$ cat config.mk
export PLATFORM = sky130hd
export DESIGN_NAME = adc_timing_ctrl
export DESIGN_NICKNAME = d
export VERILOG_FILES = /design/src/verilog/adc_timing_pkg.sv /design/src/verilog/adc_timing_ctrl.sv
export SDC_FILE = /design/constraint.sdc
export NUM_CORES = 1
export LEC_CHECK = 0
export BUFFER_PORTS_ARGS = -buffer_cell sky130_fd_sc_hd__buf_2
export CORE_AREA = 5 5 142 90
export CTS_CLUSTER_DIAMETER = 30
export DETAILED_ROUTE_END_ITERATION = 10
export DIE_AREA = 0 0 147 95
export HOLD_SLACK_MARGIN = 0.05
export PLACE_DENSITY = 0.77
export SYNTH_ARGS = -nofsm -noshare
export SYNTH_HDL_FRONTEND = slang
export SYNTH_SLANG_ARGS = --single-unit
$ cat constraint.sdc
create_clock -name clk_i -period 2.1 [get_ports clk_i]
set_clock_uncertainty 0.15 [all_clocks]
set_input_delay 0.315 -clock clk_i [delete_from_list [all_inputs] [get_ports clk_i]]
set_output_delay 0.315 -clock clk_i [all_outputs]
set_load 0.1 [all_outputs]
$ cat src/verilog/adc_timing_pkg.sv
// constants for the converter timing and input-select control block
// assumes a 32-bit axi4-lite slave with word-aligned registers
package adc_timing_pkg;
    // register byte offsets
    localparam logic [3:0] ADDR_TIMING = 4'h0;
    localparam logic [3:0] ADDR_INSEL = 4'h4;
    localparam logic [3:0] ADDR_CTRL = 4'h8;
    localparam logic [3:0] ADDR_STATUS = 4'hc;
    // timing register fields
    localparam int CLK_SRC_BIT = 15;
    localparam int SAMP_TIME_LSB = 8;
    localparam int DIV_LSB = 0;
    localparam logic [31:0] TIMING_MASK = 32'h0000_9fff;
    // input select fields
    localparam int NEG_B_BIT = 31;
    localparam int POS_B_LSB = 24;
    localparam int NEG_A_BIT = 23;
    localparam int POS_A_LSB = 16;
    localparam logic [31:0] INSEL_MASK = 32'h8f8f_0000;
    // control register fields
    localparam int ALT_BIT = 0;
    localparam int TRIG_LSB = 1;
    localparam int START_BIT = 4;
    localparam logic [31:0] CTRL_MASK = 32'h0000_000f;
    localparam logic [2:0] TRIG_AUTO = 3'h7;
    // reset values
    localparam logic [31:0] TIMING_RESET = 32'h0000_0000;
    localparam logic [31:0] INSEL_RESET = 32'h0000_0000;
    localparam logic [31:0] CTRL_RESET = 32'h0000_0000;
    // axi responses
    localparam logic [1:0] RESP_OKAY = 2'h0;
    localparam logic [1:0] RESP_SLVERR = 2'h2;
endpackage

$ cat src/verilog/adc_timing_ctrl.sv
// converter timing and input-select control with an axi4-lite register slave
// assumes the rc oscillator tick arrives asynchronously; core answers with a level
//
// Implementation choices: the address map and register access over AXI4-Lite.
`timescale 1ns/100ps
module adc_timing_ctrl (
    // clock and reset
    input wire logic clk_i,
    input wire logic resetn_i,
    // axi4-lite write address and data
    input wire logic [3:0] s_axi_awaddr,
    input wire logic s_axi_awvalid,
    output logic s_axi_awready,
    input wire logic [31:0] s_axi_wdata,
    input wire logic [3:0] s_axi_wstrb,
    input wire logic s_axi_wvalid,
    output logic s_axi_wready,
    output logic [1:0] s_axi_bresp,
    output logic s_axi_bvalid,
    input wire logic s_axi_bready,
    // axi4-lite read
    input wire logic [3:0] s_axi_araddr,
    input wire logic s_axi_arvalid,
    output logic s_axi_arready,
    output logic [31:0] s_axi_rdata,
    output logic [1:0] s_axi_rresp,
    output logic s_axi_rvalid,
    input wire logic s_axi_rready,
    // rc oscillator tick from outside the clock domain
    input wire logic rc_osc_i,
    // converter core
    input wire logic conv_done_i,
    output logic sampling_o,
    output logic conv_start_o,
    output logic conv_clk_en_o,
    output logic [3:0] pos_select_o,
    output logic neg_select_o,
    output logic using_b_o
);
    //------------------------------------------------------------
    // registers and bus state
    //------------------------------------------------------------
    logic [31:0] timing_ff, nxt_timing;
    logic [31:0] insel_ff, nxt_insel;
    logic [31:0] ctrl_ff, nxt_ctrl;
    logic [3:0] awaddr_ff, nxt_awaddr;
    logic aw_have_ff, nxt_aw_have;
    logic [31:0] wdata_ff, nxt_wdata;
    logic [3:0] wstrb_ff, nxt_wstrb;
    logic w_have_ff, nxt_w_have;
    logic bvalid_ff, nxt_bvalid;
    logic [1:0] bresp_ff, nxt_bresp;
    logic rvalid_ff, nxt_rvalid;
    logic [31:0] rdata_ff, nxt_rdata;
    logic [1:0] rresp_ff, nxt_rresp;
    logic start_pulse;

    function automatic logic [31:0] merge(input logic [31:0] old, input logic [31:0] wd,
                                          input logic [3:0] strb, input logic [31:0] mask);
        logic [31:0] r;
        r = old;
        for (int i = 0; i < 4; i++) begin
            if (strb[i]) begin
                r[i*8 +: 8] = wd[i*8 +: 8];
            end
        end
        return r & mask;
    endfunction

    function automatic logic mapped(input logic [3:0] a);
        return a == adc_timing_pkg::ADDR_TIMING || a == adc_timing_pkg::ADDR_INSEL ||
               a == adc_timing_pkg::ADDR_CTRL || a == adc_timing_pkg::ADDR_STATUS;
    endfunction

    // status word driven by the sequencer below
    logic [31:0] status_word;

    assign s_axi_awready = !aw_have_ff && !bvalid_ff;
    assign s_axi_wready = !w_have_ff && !bvalid_ff;
    assign s_axi_arready = !rvalid_ff;
    assign s_axi_bvalid = bvalid_ff;
    assign s_axi_bresp = bresp_ff;
    assign s_axi_rvalid = rvalid_ff;
    assign s_axi_rdata = rdata_ff;
    assign s_axi_rresp = rresp_ff;

    always_comb begin
        nxt_timing = timing_ff;
        nxt_insel = insel_ff;
        nxt_ctrl = ctrl_ff;
        nxt_awaddr = awaddr_ff;
        nxt_aw_have = aw_have_ff;
        nxt_wdata = wdata_ff;
        nxt_wstrb = wstrb_ff;
        nxt_w_have = w_have_ff;
        nxt_bvalid = bvalid_ff;
        nxt_bresp = bresp_ff;
        nxt_rvalid = rvalid_ff;
        nxt_rdata = rdata_ff;
        nxt_rresp = rresp_ff;
        start_pulse = 1'b0;
        if (s_axi_awvalid && s_axi_awready) begin
            nxt_awaddr = s_axi_awaddr;
            nxt_aw_have = 1'b1;
        end
        if (s_axi_wvalid && s_axi_wready) begin
            nxt_wdata = s_axi_wdata;
            nxt_wstrb = s_axi_wstrb;
            nxt_w_have = 1'b1;
        end
        if (aw_have_ff && w_have_ff) begin
            nxt_aw_have = 1'b0;
            nxt_w_have = 1'b0;
            nxt_bvalid = 1'b1;
            nxt_bresp = mapped(awaddr_ff) ? adc_timing_pkg::RESP_OKAY
                                          : adc_timing_pkg::RESP_SLVERR;
            case (awaddr_ff)
                adc_timing_pkg::ADDR_TIMING: begin
                    nxt_timing = merge(timing_ff, wdata_ff, wstrb_ff,
                                       adc_timing_pkg::TIMING_MASK);
                end
                adc_timing_pkg::ADDR_INSEL: begin
                    nxt_insel = merge(insel_ff, wdata_ff, wstrb_ff,
                                      adc_timing_pkg::INSEL_MASK);
                end
                adc_timing_pkg::ADDR_CTRL: begin
                    nxt_ctrl = merge(ctrl_ff, wdata_ff, wstrb_ff, adc_timing_pkg::CTRL_MASK);
                    start_pulse = wstrb_ff[0] && wdata_ff[adc_timing_pkg::START_BIT];
                end
                default: begin
                end
            endcase
        end
        if (bvalid_ff && s_axi_bready) begin
            nxt_bvalid = 1'b0;
        end
        if (rvalid_ff && s_axi_rready) begin
            nxt_rvalid = 1'b0;
        end
        if (s_axi_arvalid && s_axi_arready) begin
            nxt_rvalid = 1'b1;
            nxt_rresp = adc_timing_pkg::RESP_OKAY;
            case (s_axi_araddr)
                adc_timing_pkg::ADDR_TIMING: nxt_rdata = timing_ff;
                adc_timing_pkg::ADDR_INSEL: nxt_rdata = insel_ff;
                adc_timing_pkg::ADDR_CTRL: nxt_rdata = ctrl_ff;
                adc_timing_pkg::ADDR_STATUS: nxt_rdata = status_word;
                default: begin
                    nxt_rdata = 32'h0000_0000;
                    nxt_rresp = adc_timing_pkg::RESP_SLVERR;
                end
            endcase
        end
    end

    always_ff @(posedge clk_i or negedge resetn_i) begin
        if (!resetn_i) begin
            timing_ff <= adc_timing_pkg::TIMING_RESET;
            insel_ff <= adc_timing_pkg::INSEL_RESET;
            ctrl_ff <= adc_timing_pkg::CTRL_RESET;
            awaddr_ff <= 4'h0;
            aw_have_ff <= 1'b0;
            wdata_ff <= 32'h0000_0000;
            wstrb_ff <= 4'h0;
            w_have_ff <= 1'b0;
            bvalid_ff <= 1'b0;
            bresp_ff <= 2'h0;
            rvalid_ff <= 1'b0;
            rdata_ff <= 32'h0000_0000;
            rresp_ff <= 2'h0;
        end else begin
            timing_ff <= nxt_timing;
            insel_ff <= nxt_insel;
            ctrl_ff <= nxt_ctrl;
            awaddr_ff <= nxt_awaddr;
            aw_have_ff <= nxt_aw_have;
            wdata_ff <= nxt_wdata;
            wstrb_ff <= nxt_wstrb;
            w_have_ff <= nxt_w_have;
            bvalid_ff <= nxt_bvalid;
            bresp_ff <= nxt_bresp;
            rvalid_ff <= nxt_rvalid;
            rdata_ff <= nxt_rdata;
            rresp_ff <= nxt_rresp;
        end
    end

    //------------------------------------------------------------
    // conversion clock enable
    //------------------------------------------------------------
    logic conv_clock_source_sel;
    logic [7:0] conv_clock_divider;
    logic [4:0] auto_sample_time;
    logic [2:0] trigger_source_sel;
    logic alternate_sample_enable;
    logic [2:0] rc_sync_ff, nxt_rc_sync;
    logic [8:0] div_cnt_ff, nxt_div_cnt;
    logic tick;

    assign conv_clock_source_sel = timing_ff[adc_timing_pkg::CLK_SRC_BIT];
    assign conv_clock_divider = timing_ff[adc_timing_pkg::DIV_LSB +: 8];
    assign auto_sample_time = timing_ff[adc_timing_pkg::SAMP_TIME_LSB +: 5];
    assign trigger_source_sel = ctrl_ff[adc_timing_pkg::TRIG_LSB +: 3];
    assign alternate_sample_enable = ctrl_ff[adc_timing_pkg::ALT_BIT];

    always_comb begin
        nxt_rc_sync = {rc_sync_ff[1:0], rc_osc_i};
        nxt_div_cnt = div_cnt_ff + 9'h001;
        tick = 1'b0;
        if (conv_clock_source_sel) begin
            // divider is bypassed; one period per rising rc edge
            tick = rc_sync_ff[1] && !rc_sync_ff[2];
            nxt_div_cnt = 9'h000;
        end else if (div_cnt_ff >= {conv_clock_divider, 1'b1}) begin
            tick = 1'b1;
            nxt_div_cnt = 9'h000;
        end
    end

    always_ff @(posedge clk_i or negedge resetn_i) begin
        if (!resetn_i) begin
            rc_sync_ff <= 3'h0;
            div_cnt_ff <= 9'h000;
        end else begin
            rc_sync_ff <= nxt_rc_sync;
            div_cnt_ff <= nxt_div_cnt;
        end
    end
    assign conv_clk_en_o = tick;

    //------------------------------------------------------------
    // sample sequencer and input selection
    //------------------------------------------------------------
    typedef enum logic [1:0] {IDLE, SAMPLE, CONVERT} seq_e;
    seq_e state_ff, nxt_state;
    logic [4:0] samp_cnt_ff, nxt_samp_cnt;
    logic use_b_ff, nxt_use_b;
    logic [1:0] done_sync_ff, nxt_done_sync;
    logic start_ff, nxt_start;

    assign status_word = {28'h0000000, use_b_ff, state_ff == CONVERT, state_ff == SAMPLE,
                          state_ff != IDLE};

    always_comb begin
        nxt_state = state_ff;
        nxt_samp_cnt = samp_cnt_ff;
        nxt_use_b = use_b_ff;
        nxt_done_sync = {done_sync_ff[0], conv_done_i};
        nxt_start = 1'b0;
        if (!alternate_sample_enable) begin
            nxt_use_b = 1'b0;
        end
        case (state_ff)
            IDLE: begin
                nxt_use_b = 1'b0;
                if (start_pulse) begin
                    nxt_state = SAMPLE;
                    nxt_samp_cnt = 5'h00;
                end
            end
            SAMPLE: begin
                if (trigger_source_sel == adc_timing_pkg::TRIG_AUTO) begin
                    if (tick) begin
                        nxt_samp_cnt = samp_cnt_ff + 5'h01;
                    end
                    if (tick && samp_cnt_ff + 5'h01 >= auto_sample_time) begin
                        nxt_state = CONVERT;
                        nxt_start = 1'b1;
                    end
                end else if (start_pulse) begin
                    nxt_state = CONVERT;
                    nxt_start = 1'b1;
                end
            end
            CONVERT: begin
                if (done_sync_ff[1]) begin
                    nxt_state = SAMPLE;
                    nxt_samp_cnt = 5'h00;
                    nxt_use_b = alternate_sample_enable && !use_b_ff;
                end
            end
            default: nxt_state = IDLE;
        endcase
    end

    always_ff @(posedge clk_i or negedge resetn_i) begin
        if (!resetn_i) begin
            state_ff <= IDLE;
            samp_cnt_ff <= 5'h00;
            use_b_ff <= 1'b0;
            done_sync_ff <= 2'h0;
            start_ff <= 1'b0;
        end else begin
            state_ff <= nxt_state;
            samp_cnt_ff <= nxt_samp_cnt;
            use_b_ff <= nxt_use_b;
            done_sync_ff <= nxt_done_sync;
            start_ff <= nxt_start;
        end
    end

    assign sampling_o = state_ff == SAMPLE;
    assign conv_start_o = start_ff;
    assign using_b_o = use_b_ff;
    // mux codes pass straight to the analog core
    assign pos_select_o = use_b_ff ? insel_ff[adc_timing_pkg::POS_B_LSB +: 4]
                                   : insel_ff[adc_timing_pkg::POS_A_LSB +: 4];
    assign neg_select_o = use_b_ff ? insel_ff[adc_timing_pkg::NEG_B_BIT]
                                   : insel_ff[adc_timing_pkg::NEG_A_BIT];
endmodule

Word level (Yosys, flattened, before mapping)
Cells that the tools add are included.
Word-level totals
  register bits after elaboration: 131
  bits in latches: 0
  memory bits (writable): 0
  memory bits (read-only): 0
  input port bits: 53
  output and inout port bits: 50
  word-level logic and storage cells: 116
  memories kept: 0
Operators by class
  add/sub/neg operators: 2
  multiply operators: 0
  divide/modulo/power cells: 0
  order comparisons: 2
  equal/unequal tests: 15
  shift-type cells: 0
  multiplexer cells: 37
  bitwise gates (word level): 0
  reductions and logical operators: 38
Operators by type and width (count)
  case mux 32 bit (4 select lines): 1
  2-to-1 mux 5 bit: 4
  2-to-1 mux 1 bit: 19
  2-to-1 mux 9 bit: 2
  equality test 4 bit, second input constant: 4
  case mux 5 bit (3 select lines): 1
  AND reduction 3 bit: 5
  2-to-1 mux 2 bit: 7
  logical AND 1 bit: 12
  nonzero test 2 bit: 5
  adder 9 x 1 -> 9 bit, second input constant: 1
  >= comparator 9 bit: 1
  equality test 4 x 3 -> 1 bit, second input constant: 2
  logical NOT 4 bit: 2
  logical NOT 1 bit: 6
  != test 2 x 1 -> 1 bit, second input constant: 3
  case mux 2 bit (3 select lines): 1
  adder 5 x 1 -> 5 bit, second input constant: 1
  >= comparator 5 bit: 1
  AND reduction 5 bit: 1
  2-to-1 mux 4 bit: 1
  AND reduction 4 bit: 1
  OR reduction 4 bit: 1
  equality test 3 bit, second input constant: 1
  9 further kinds: 11

Logic depth before layout (Yosys ltp)
Gate-level depths: netlist (run 1).
  depth after elaboration: 7
  depth in mapped cells: 8

Least setup slack after synthesis (run 1)
Ideal clock, no wire load.
  kind: flip-flop to flip-flop
  from: register bvalid_ff, in the netlist s_axi_bvalid
  to: register wdata_ff[0]
  setup time: 125 ps
  arrival time: 3241 ps
  required time: 1825 ps
  slack: -1416 ps
  cell stages (with the launch flop): 6
  path buffers: 2
  path through: dfrtp_1 -> nor2_1 -> and2_1 -> buf_2 -> buf_2 -> mux2_2
On the way
  longest elaborated chain between the ends: 3
Ends and longest elaborated chain
  from (decl): line adc_timing_ctrl.sv:51  | logic bvalid_ff, nxt_bvalid;
  from (signal assigned): line adc_timing_ctrl.sv:180  | bvalid_ff <= nxt_bvalid;
  logical NOT 1 bit: line adc_timing_ctrl.sv:79  | assign s_axi_wready = !w_have_ff && !bvalid_ff;
  logical AND 1 bit: line adc_timing_ctrl.sv:79
  via s_axi_wready: line adc_timing_ctrl.sv:17  | output logic s_axi_wready,
  logical AND 1 bit: line adc_timing_ctrl.sv:106  | if (s_axi_wvalid && s_axi_wready) begin
  to (signal assigned): line adc_timing_ctrl.sv:177  | wdata_ff <= nxt_wdata;
  to (decl): line adc_timing_ctrl.sv:48  | logic [31:0] wdata_ff, nxt_wdata;
The timed path passes the listed nets, and every way through them passes these cells.
A chain may end at the register's enable or synchronous reset.

Final worst setup path (run 1)
  from: register div_cnt_ff[3]
  to: output conv_clk_en_o
On the way
  longest elaborated chain between the ends: 3
Ends and longest elaborated chain
  from (decl): line adc_timing_ctrl.sv:197  | logic [8:0] div_cnt_ff, nxt_div_cnt;
  from (signal assigned): line adc_timing_ctrl.sv:226  | div_cnt_ff <= nxt_div_cnt;
  >= comparator 9 bit: line adc_timing_ctrl.sv:214  | end else if (div_cnt_ff >= {conv_clock_divider, 1'b1}) begin
  2-to-1 mux 1 bit: line adc_timing_ctrl.sv:214
  2-to-1 mux 1 bit: line adc_timing_ctrl.sv:210  | if (conv_clock_source_sel) begin
  to (decl): line adc_timing_ctrl.sv:35  | output logic conv_clk_en_o,
No other way between the ends.

==> results of run 1 <==
[power breakdown]
group	leakage [nW]	switching, mW	total [mW]	internal, mW
Sequential	1.46	0.574	3.43	2.85
Clock	0.270	1.03	2.75	1.72
Combinational	1.66	2.39	3.99	1.60
[cells in the mapped netlist (2+ instances only)]
cell type  count  area, um^2
a21boi_0       3        22.5
xnor2_1        5        43.8
buf_4         10        75.1
inv_1         22        82.6
a31o_2         2        17.5
nor2_1        20        75.1
nor3_1         3        15.0
ha_1          15         188
or3_1          3        18.8
o21ai_0       10        50.1
nand2_1       20        75.1
a22o_1        20         175
buf_2          5        25.0
a21o_2         2        17.5
nor3_4         2        32.5
mux2_2        67         754
xor2_1         5        43.8
nand3_1       15        75.1
clkbuf_1       6        22.5
a21oi_1       10        50.1
a31oi_1        3        18.8
nand4_1        2        12.5
dfrtp_1      113        2830
a22oi_1        3        22.5
and2_1         2        12.5
a211o_2        2        20.0
[cells by family after synthesis]
| family | synth area share |
|---|---|
| AO/OA/AOI/OAI | 0.0942 |
| XOR/XNOR | 0.0175 |
| adder cells (fa/ha/maj) | 0.0376 |
| buffers and inverters | 0.0438 |
| flip-flops | 0.566 |
| multiplexers | 0.153 |
| other | 0.000751 |
| AND/OR/NAND/NOR | 0.0867 |
[timing repair]
item / 4_1_cts / 5_1_grt
buffers inserted: 1 / 5
setup endpoints to repair: 6 / 6
hold buffers: 37 / 0
pin swaps: 5 / 15
hold endpoints to repair: 66 / 0
resized for setup: 9 / 23
[state kept, by name, indices dropped and copies added, names as in the netlist]
signal / count
aw_have_ff: 1
awaddr_ff: 4
conv_start_o: 1
ctrl_ff: 4
div_cnt_ff: 9
done_sync_ff: 2
insel_ff: 10
rc_sync_ff: 3
s_axi_bresp: 1
s_axi_bvalid: 1
s_axi_rdata: 24
s_axi_rresp: 1
s_axi_rvalid: 1
samp_cnt_ff: 5
state_ff: 2
timing_ff: 14
using_b_o: 1
w_have_ff: 1
wdata_ff: 24
wstrb_ff: 4
[final timing paths]
path	slack, ns	to
min in group asynchronous	0.24	awaddr_ff[1]$_DFFE_PN0P_
max in group asynchronous	0.97	samp_cnt_ff[2]$_DFFE_PN0P_
setup / recovery	-0.37	conv_clk_en_o
hold reg to reg	0.22	rc_sync_ff[1]$_DFF_PN0_
setup reg to reg	-0.06	state_ff[1]$_DFFE_PN0P_
hold / removal	0.22	rc_sync_ff[1]$_DFF_PN0_
[layer usage]
metal  global-route usage  up-vias  share of wire
li1                     -     1702              -
met1                0.239     1882           0.46
met2                0.286      118           0.47
met3               0.0523       22          0.054
met4               0.0589        0          0.013
met5                    0        -              0
[per-stage QoR]
stage                     setup WS [ns]  setup TNS (ns)  hold WS, ns
after floorplan                  -0.226           -8.14       -0.131
after global placement          -0.0796          -0.183        0.139
after detailed placement        -0.0712          -0.185        0.152
after CTS                        -0.425          -0.447        0.214
after global routing             -0.467          -0.860        0.229
final                            -0.371          -0.500        0.221
[area by class of cell]
cell class | count | area share
Tap cell | 148 | 0.0264
Timing Repair Buffer | 158 | 0.161
Multi-Input combinational cell | 244 | 0.312
Clock inverter | 12 | 0.0155
Sequential cell | 113 | 0.405
Inverter | 22 | 0.0134
Clock buffer | 20 | 0.0666
==> impl_metrics.json, run 1 <==
{
  "dp_cells": 642,
  "cts_root_buf": "clkbuf_16",
  "htree_levels": 4,
  "path_depth": 7,
  "drt_iter0_drc": 176,
  "crit_path_max_fanout": 2,
  "fin_cells": 717,
  "port_buffers": 84,
  "crit_buf_inv": 2,
  "min_path_cells": 0,
  "drt_pass1_iterations": 4,
  "worst_ep_arrival_time_ns": 2.01,
  "worstReg2RegStart": "samp_cnt_ff[0]$_DFFE_PN0P_",
  "fin_crit_sh": 1.18,
  "dieArea_mm2": 0.0140,
  "place_hpwl_um": 8240,
  "grt-ovfl-total": 0,
  "grt_max_degree": 37,
  "final_area_mm2": 0.00701,
  "relSlewSlack": 0.661,
  "max_freq_ghz": 0.405,
  "cp_slowest_cell": "dfrtp_1",
  "grt_pass1_vias": 3839,
  "yosysUniqueCellTypes": 48,
  "power_density_mw_per_mm2": 1450,
  "ys_warn_count": 0,
  "vias": 3724,
  "outcome": "finished with violations",
  "max_stage_delay_ns": 0.41,
  "antenna_cells": 0,
  "power_leakage_nw": 3.39,
  "cts.clk_slew.worst_paths_ns": 0.06,
  "drv_cap": 0,
  "drt-total-wl_um": 12100,
  "viasPerCell": 5.19,
  "post-route-util": 0.608,
  "multi_input_area_mm2": 0.00219,
  "path_cells": "ha_4 > a21oi_1 > o21ai_2 > a211o_2 > nand2_4 > clkinvlp_4 > buf_6",
  "synth_edf_count": 0,
  "nFillCells": 903,
  "slew_viol_final": 0,
  "area_growth_pct": 40.3,
  "ir_drop_mv": 1.84,
  "core_area_mm2": 0.0115,
  "synth_cells": 392,
  "drc": 0,
  "clock_path_buffers": 2,
  "final_common_cell": "dfrtp_1",
  "track_usage": 0.180,
  "reg2regPathDepth": 9,
  "cp-start-kind": "flip-flop",
  "num_io_pins": 103,
  "clkSinkCount": 113,
  "die_w_um": 147,
  "ys_ff_latch": 113,
  "setup_ws_ns": -0.371,
  "startpoint": "div_cnt_ff[3]$_DFF_PN0_",
  "ys.flop_type": "dfrtp_1",
  "drive_above_1_share": 0.473,
  "grt_pass1_wl_um": 19400,
  "antenna_found_initial": 0,
  "hold_viol_final": 0,
  "setup_viol": 4,
  "start_util": 0.433,
  "cts_tree": "done",
  "ys_seq_area_frac": 0.566,
  "numCtsBuffers": 17,
  "violations": "negative setup slack",
  "rsz0062_at_grt": "true",
  "crit_family": "compound AO/OA/AOI/OAI gates",
  "drt-wirelength-per-cell_um": 16.9,
  "total_power_mw": 10.2,
  "fp-row-count": 31,
  "async_flop_share": 1.00,
  "ant_nets": 0,
  "netlist_area_mm2": 0.00499,
  "nets": 624,
  "fp.dieH_um": 95,
  "hp-start": "rc_sync_ff[0]$_DFF_PN0_",
  "placed_cell_area_mm2": 0.00587,
  "fin_crit_ns": 2.47,
  "end_kind": "primary output",
  "regArea_mm2": 0.00284,
  "gp_congestion": 0.796,
  "holdCritPathClass": "flip-flop to flip-flop",
  "tightestPinTransition_ns": 0.511,
  "cp.required_ns": 1.63,
  "clk_latency_ns": 0.41,
  "crit_type": "flip-flop to primary output",
  "mostFrequentLayoutCells": "dfrtp_1, buf_2, mux2_2",
  "syn_area_per_cell_um2": 12.7
}
Power figures use the tool's default switching activity.
==> run 2, diff against run 1 <==
- CORE_AREA: 5 5 142 90 -> 5 5 137 87
- DIE_AREA: 0 0 147 95 -> 0 0 142 92
- PLACE_DENSITY: 0.77 -> 0.82
- REMOVE_ABC_BUFFERS: not set -> 1
==> run 2 against run 1 <==
The run still ends with negative setup slack left. Final area is 1.0% lower. Clock power is 7.6% higher. Via count is 0.62% lower. Die area is 6.5% lower. Worst setup slack better by 0.0025 ns. Critical path depth is 1 higher. Sequential power is 2% lower. Total power is 3.9% higher. Flip-flop and latch count stayed put. First-iteration DRC count is 14% higher. Non-clock buffer count is 2 higher. Register-to-register slack worse by 0.27 ns.
==> impl_metrics.json, run 2 (same netlist as run 1, synthesis figures left out) <==
{
  "end_kind": "primary output",
  "drt-total-wl_um": 11900,
  "crit_type": "flip-flop to primary output",
  "use_met1": 0.263,
  "drt_iter0_drc": 200,
  "num_io_pins": 103,
  "numCtsBuffers": 17,
  "max_stage_delay_ns": 0.41,
  "final_area_mm2": 0.00694,
  "antenna_cells": 0,
  "antenna_found_initial": 0,
  "fp-row-count": 29,
  "relSlewSlack": 0.556,
  "placed_cell_area_mm2": 0.00577,
  "holdCritPathClass": "flip-flop to flip-flop",
  "die_w_um": 142,
  "fin_crit_ns": 2.47,
  "cp.required_ns": 1.63,
  "max_freq_ghz": 0.405,
  "vias": 3701,
  "grt-ovfl-total": 0,
  "whs_ns": 0.198,
  "setup_viol": 9,
  "gp_congestion": 0.845,
  "port_buffers": 84,
  "grt.busiest_layer": "met2",
  "drive_above_1_share": 0.443,
  "clock_path_buffers": 2,
  "cp_slowest_cell": "dfrtp_1",
  "cts_root_buf": "clkbuf_16",
  "fp.dieH_um": 92,
  "dieArea_mm2": 0.0131,
  "outcome": "finished with violations",
  "power_density_mw_per_mm2": 1520,
  "cp-start-kind": "flip-flop",
  "cts_tree": "done",
  "fin_crit_sh": 1.18,
  "htree_levels": 4,
  "use_met3": 0.0608,
  "violations": "negative setup slack",
  "rsz0062_at_grt": "true",
  "mostFrequentLayoutCells": "dfrtp_1, buf_2, mux2_2",
  "total_power_mw": 10.6,
  "pre_cts_ws_ns": -0.135,
  "drc": 0,
  "cts.clk_slew.worst_paths_ns": 0.06,
  "grt_pass1_wl_um": 19700,
  "nets": 626,
  "track_usage": 0.193,
  "grt_max_degree": 43,
  "start_util": 0.481,
  "core_area_mm2": 0.0104,
  "area_growth_pct": 38.9,
  "ir_drop_mv": 1.94,
  "worst_ep_arrival_time_ns": 2.00,
  "slew_viol_final": 0,
  "viasPerCell": 5.21,
  "clk_latency_ns": 0.42,
  "setup_ws_ns": -0.369,
  "drt_pass1_iterations": 4,
  "drv_cap": 0,
  "drt-wirelength-per-cell_um": 16.8,
  "grtUsageMet2": 0.300,
  "power_leakage_nw": 3.40,
  "grt_pass1_vias": 3833,
  "tightestPinTransition_ns": 0.659,
  "path_cells": "ha_4 > buf_6 > nand3_4 > nor2_2 > a211o_2 > nand2_4 > inv_2 > buf_12",
  "place_hpwl_um": 7840,
  "crit_path_max_fanout": 2,
  "ant_nets": 0,
  "nFillCells": 742,
  "final_common_cell": "dfrtp_1",
  "clkSinkCount": 113,
  "hold_viol_final": 0
}
[run 2: changes by cell type in the layout (fill, tap and decap cells not counted), moves of 3 or more]
cell | previous run | this run
mux2_2 | 58 | 67
mux2_4 | 9 | 0
clkinvlp_4 | 8 | 4
clkinv_2 | 3 | 0
clkinv_4 | 2 | 5
dfrtp_1 | 108 | 111
inv_1 | 17 | 20
[run 2: area by class of cell]
type | instances | area, um^2 | share of cell area
Sequential cell | 113 | 2830 | 0.408
Multi-Input combinational cell | 244 | 2060 | 0.297
Timing Repair Buffer | 160 | 1170 | 0.169
Clock buffer | 18 | 439 | 0.0633
Clock inverter | 14 | 181 | 0.0262
Tap cell | 139 | 174 | 0.0251
Inverter | 22 | 82.6 | 0.0119
[run 2: worst paths after layout]
| kind | start | endpoint | slack, ns | cells after the start |
|---|---|---|---|---|
| worst max-delay path | div_cnt_ff[8]$_DFF_PN0_ | conv_clk_en_o | -0.37 | 8 |
| worst min-delay path | rc_sync_ff[0]$_DFF_PN0_ | rc_sync_ff[1]$_DFF_PN0_ | 0.20 | 0 |
| worst max register to register | div_cnt_ff[8]$_DFF_PN0_ | samp_cnt_ff[1]$_DFFE_PN0P_ | -0.33 | 12 |
| worst min register to register | rc_sync_ff[0]$_DFF_PN0_ | rc_sync_ff[1]$_DFF_PN0_ | 0.20 | 0 |
| max in group asynchronous | resetn_i | wdata_ff[1]$_DFFE_PN0P_ | 0.98 | 3 |
| min in group asynchronous | resetn_i | awaddr_ff[1]$_DFFE_PN0P_ | 0.25 | 2 |
[run 2: routing by layer]
metal,up-vias,part of all wire,wire length [um]
met2,99,0.47,5580
li1,1726,-,-
met1,1862,0.47,5600
met3,14,0.053,637
met5,-,0,0
met4,0,0.010,121
[run 2: worst max-delay path: cells and delay by family (launching register included)]
family | cells | cell delay, ns
AO/OA/AOI/OAI | 1 | 0.36
AND/OR/NAND/NOR | 3 | 0.20
flip-flops | 1 | 0.41
adder cells (fa/ha/maj) | 1 | 0.26
buffers and inverters | 3 | 0.35
[run 2: power breakdown]
part	total, mW	switching [mW]	internal (mW)
clock	2.96	1.06	1.91
combinational	4.22	2.46	1.76
sequential	3.37	0.526	2.85
total	10.6	4.04	6.51
[run 2: repair_timing]
item                                    in CTS  in global routing
hold buffers                                37                  0
hold endpoints to repair                    65                  0
buffers inserted                             4                  6
pin swaps                                    8                  3
endpoints found under the setup margin      12                  9
resized for setup                           21                  8
[run 2: through the flow]
| stage | setup TNS, ns | util | std cells |
|---|---|---|---|
| 2_1_floorplan | -81.18 | - | 379 |
| 3_3_place_gp | -0.230 | 0.556 | 632 |
| 3_5_place_dp | -0.394 | 0.556 | 632 |
| 4_1_cts | -0.655 | 0.662 | 705 |
| 5_1_grt | -2.54 | 0.668 | 710 |
| 6_report | -2.01 | 0.668 | 710 |
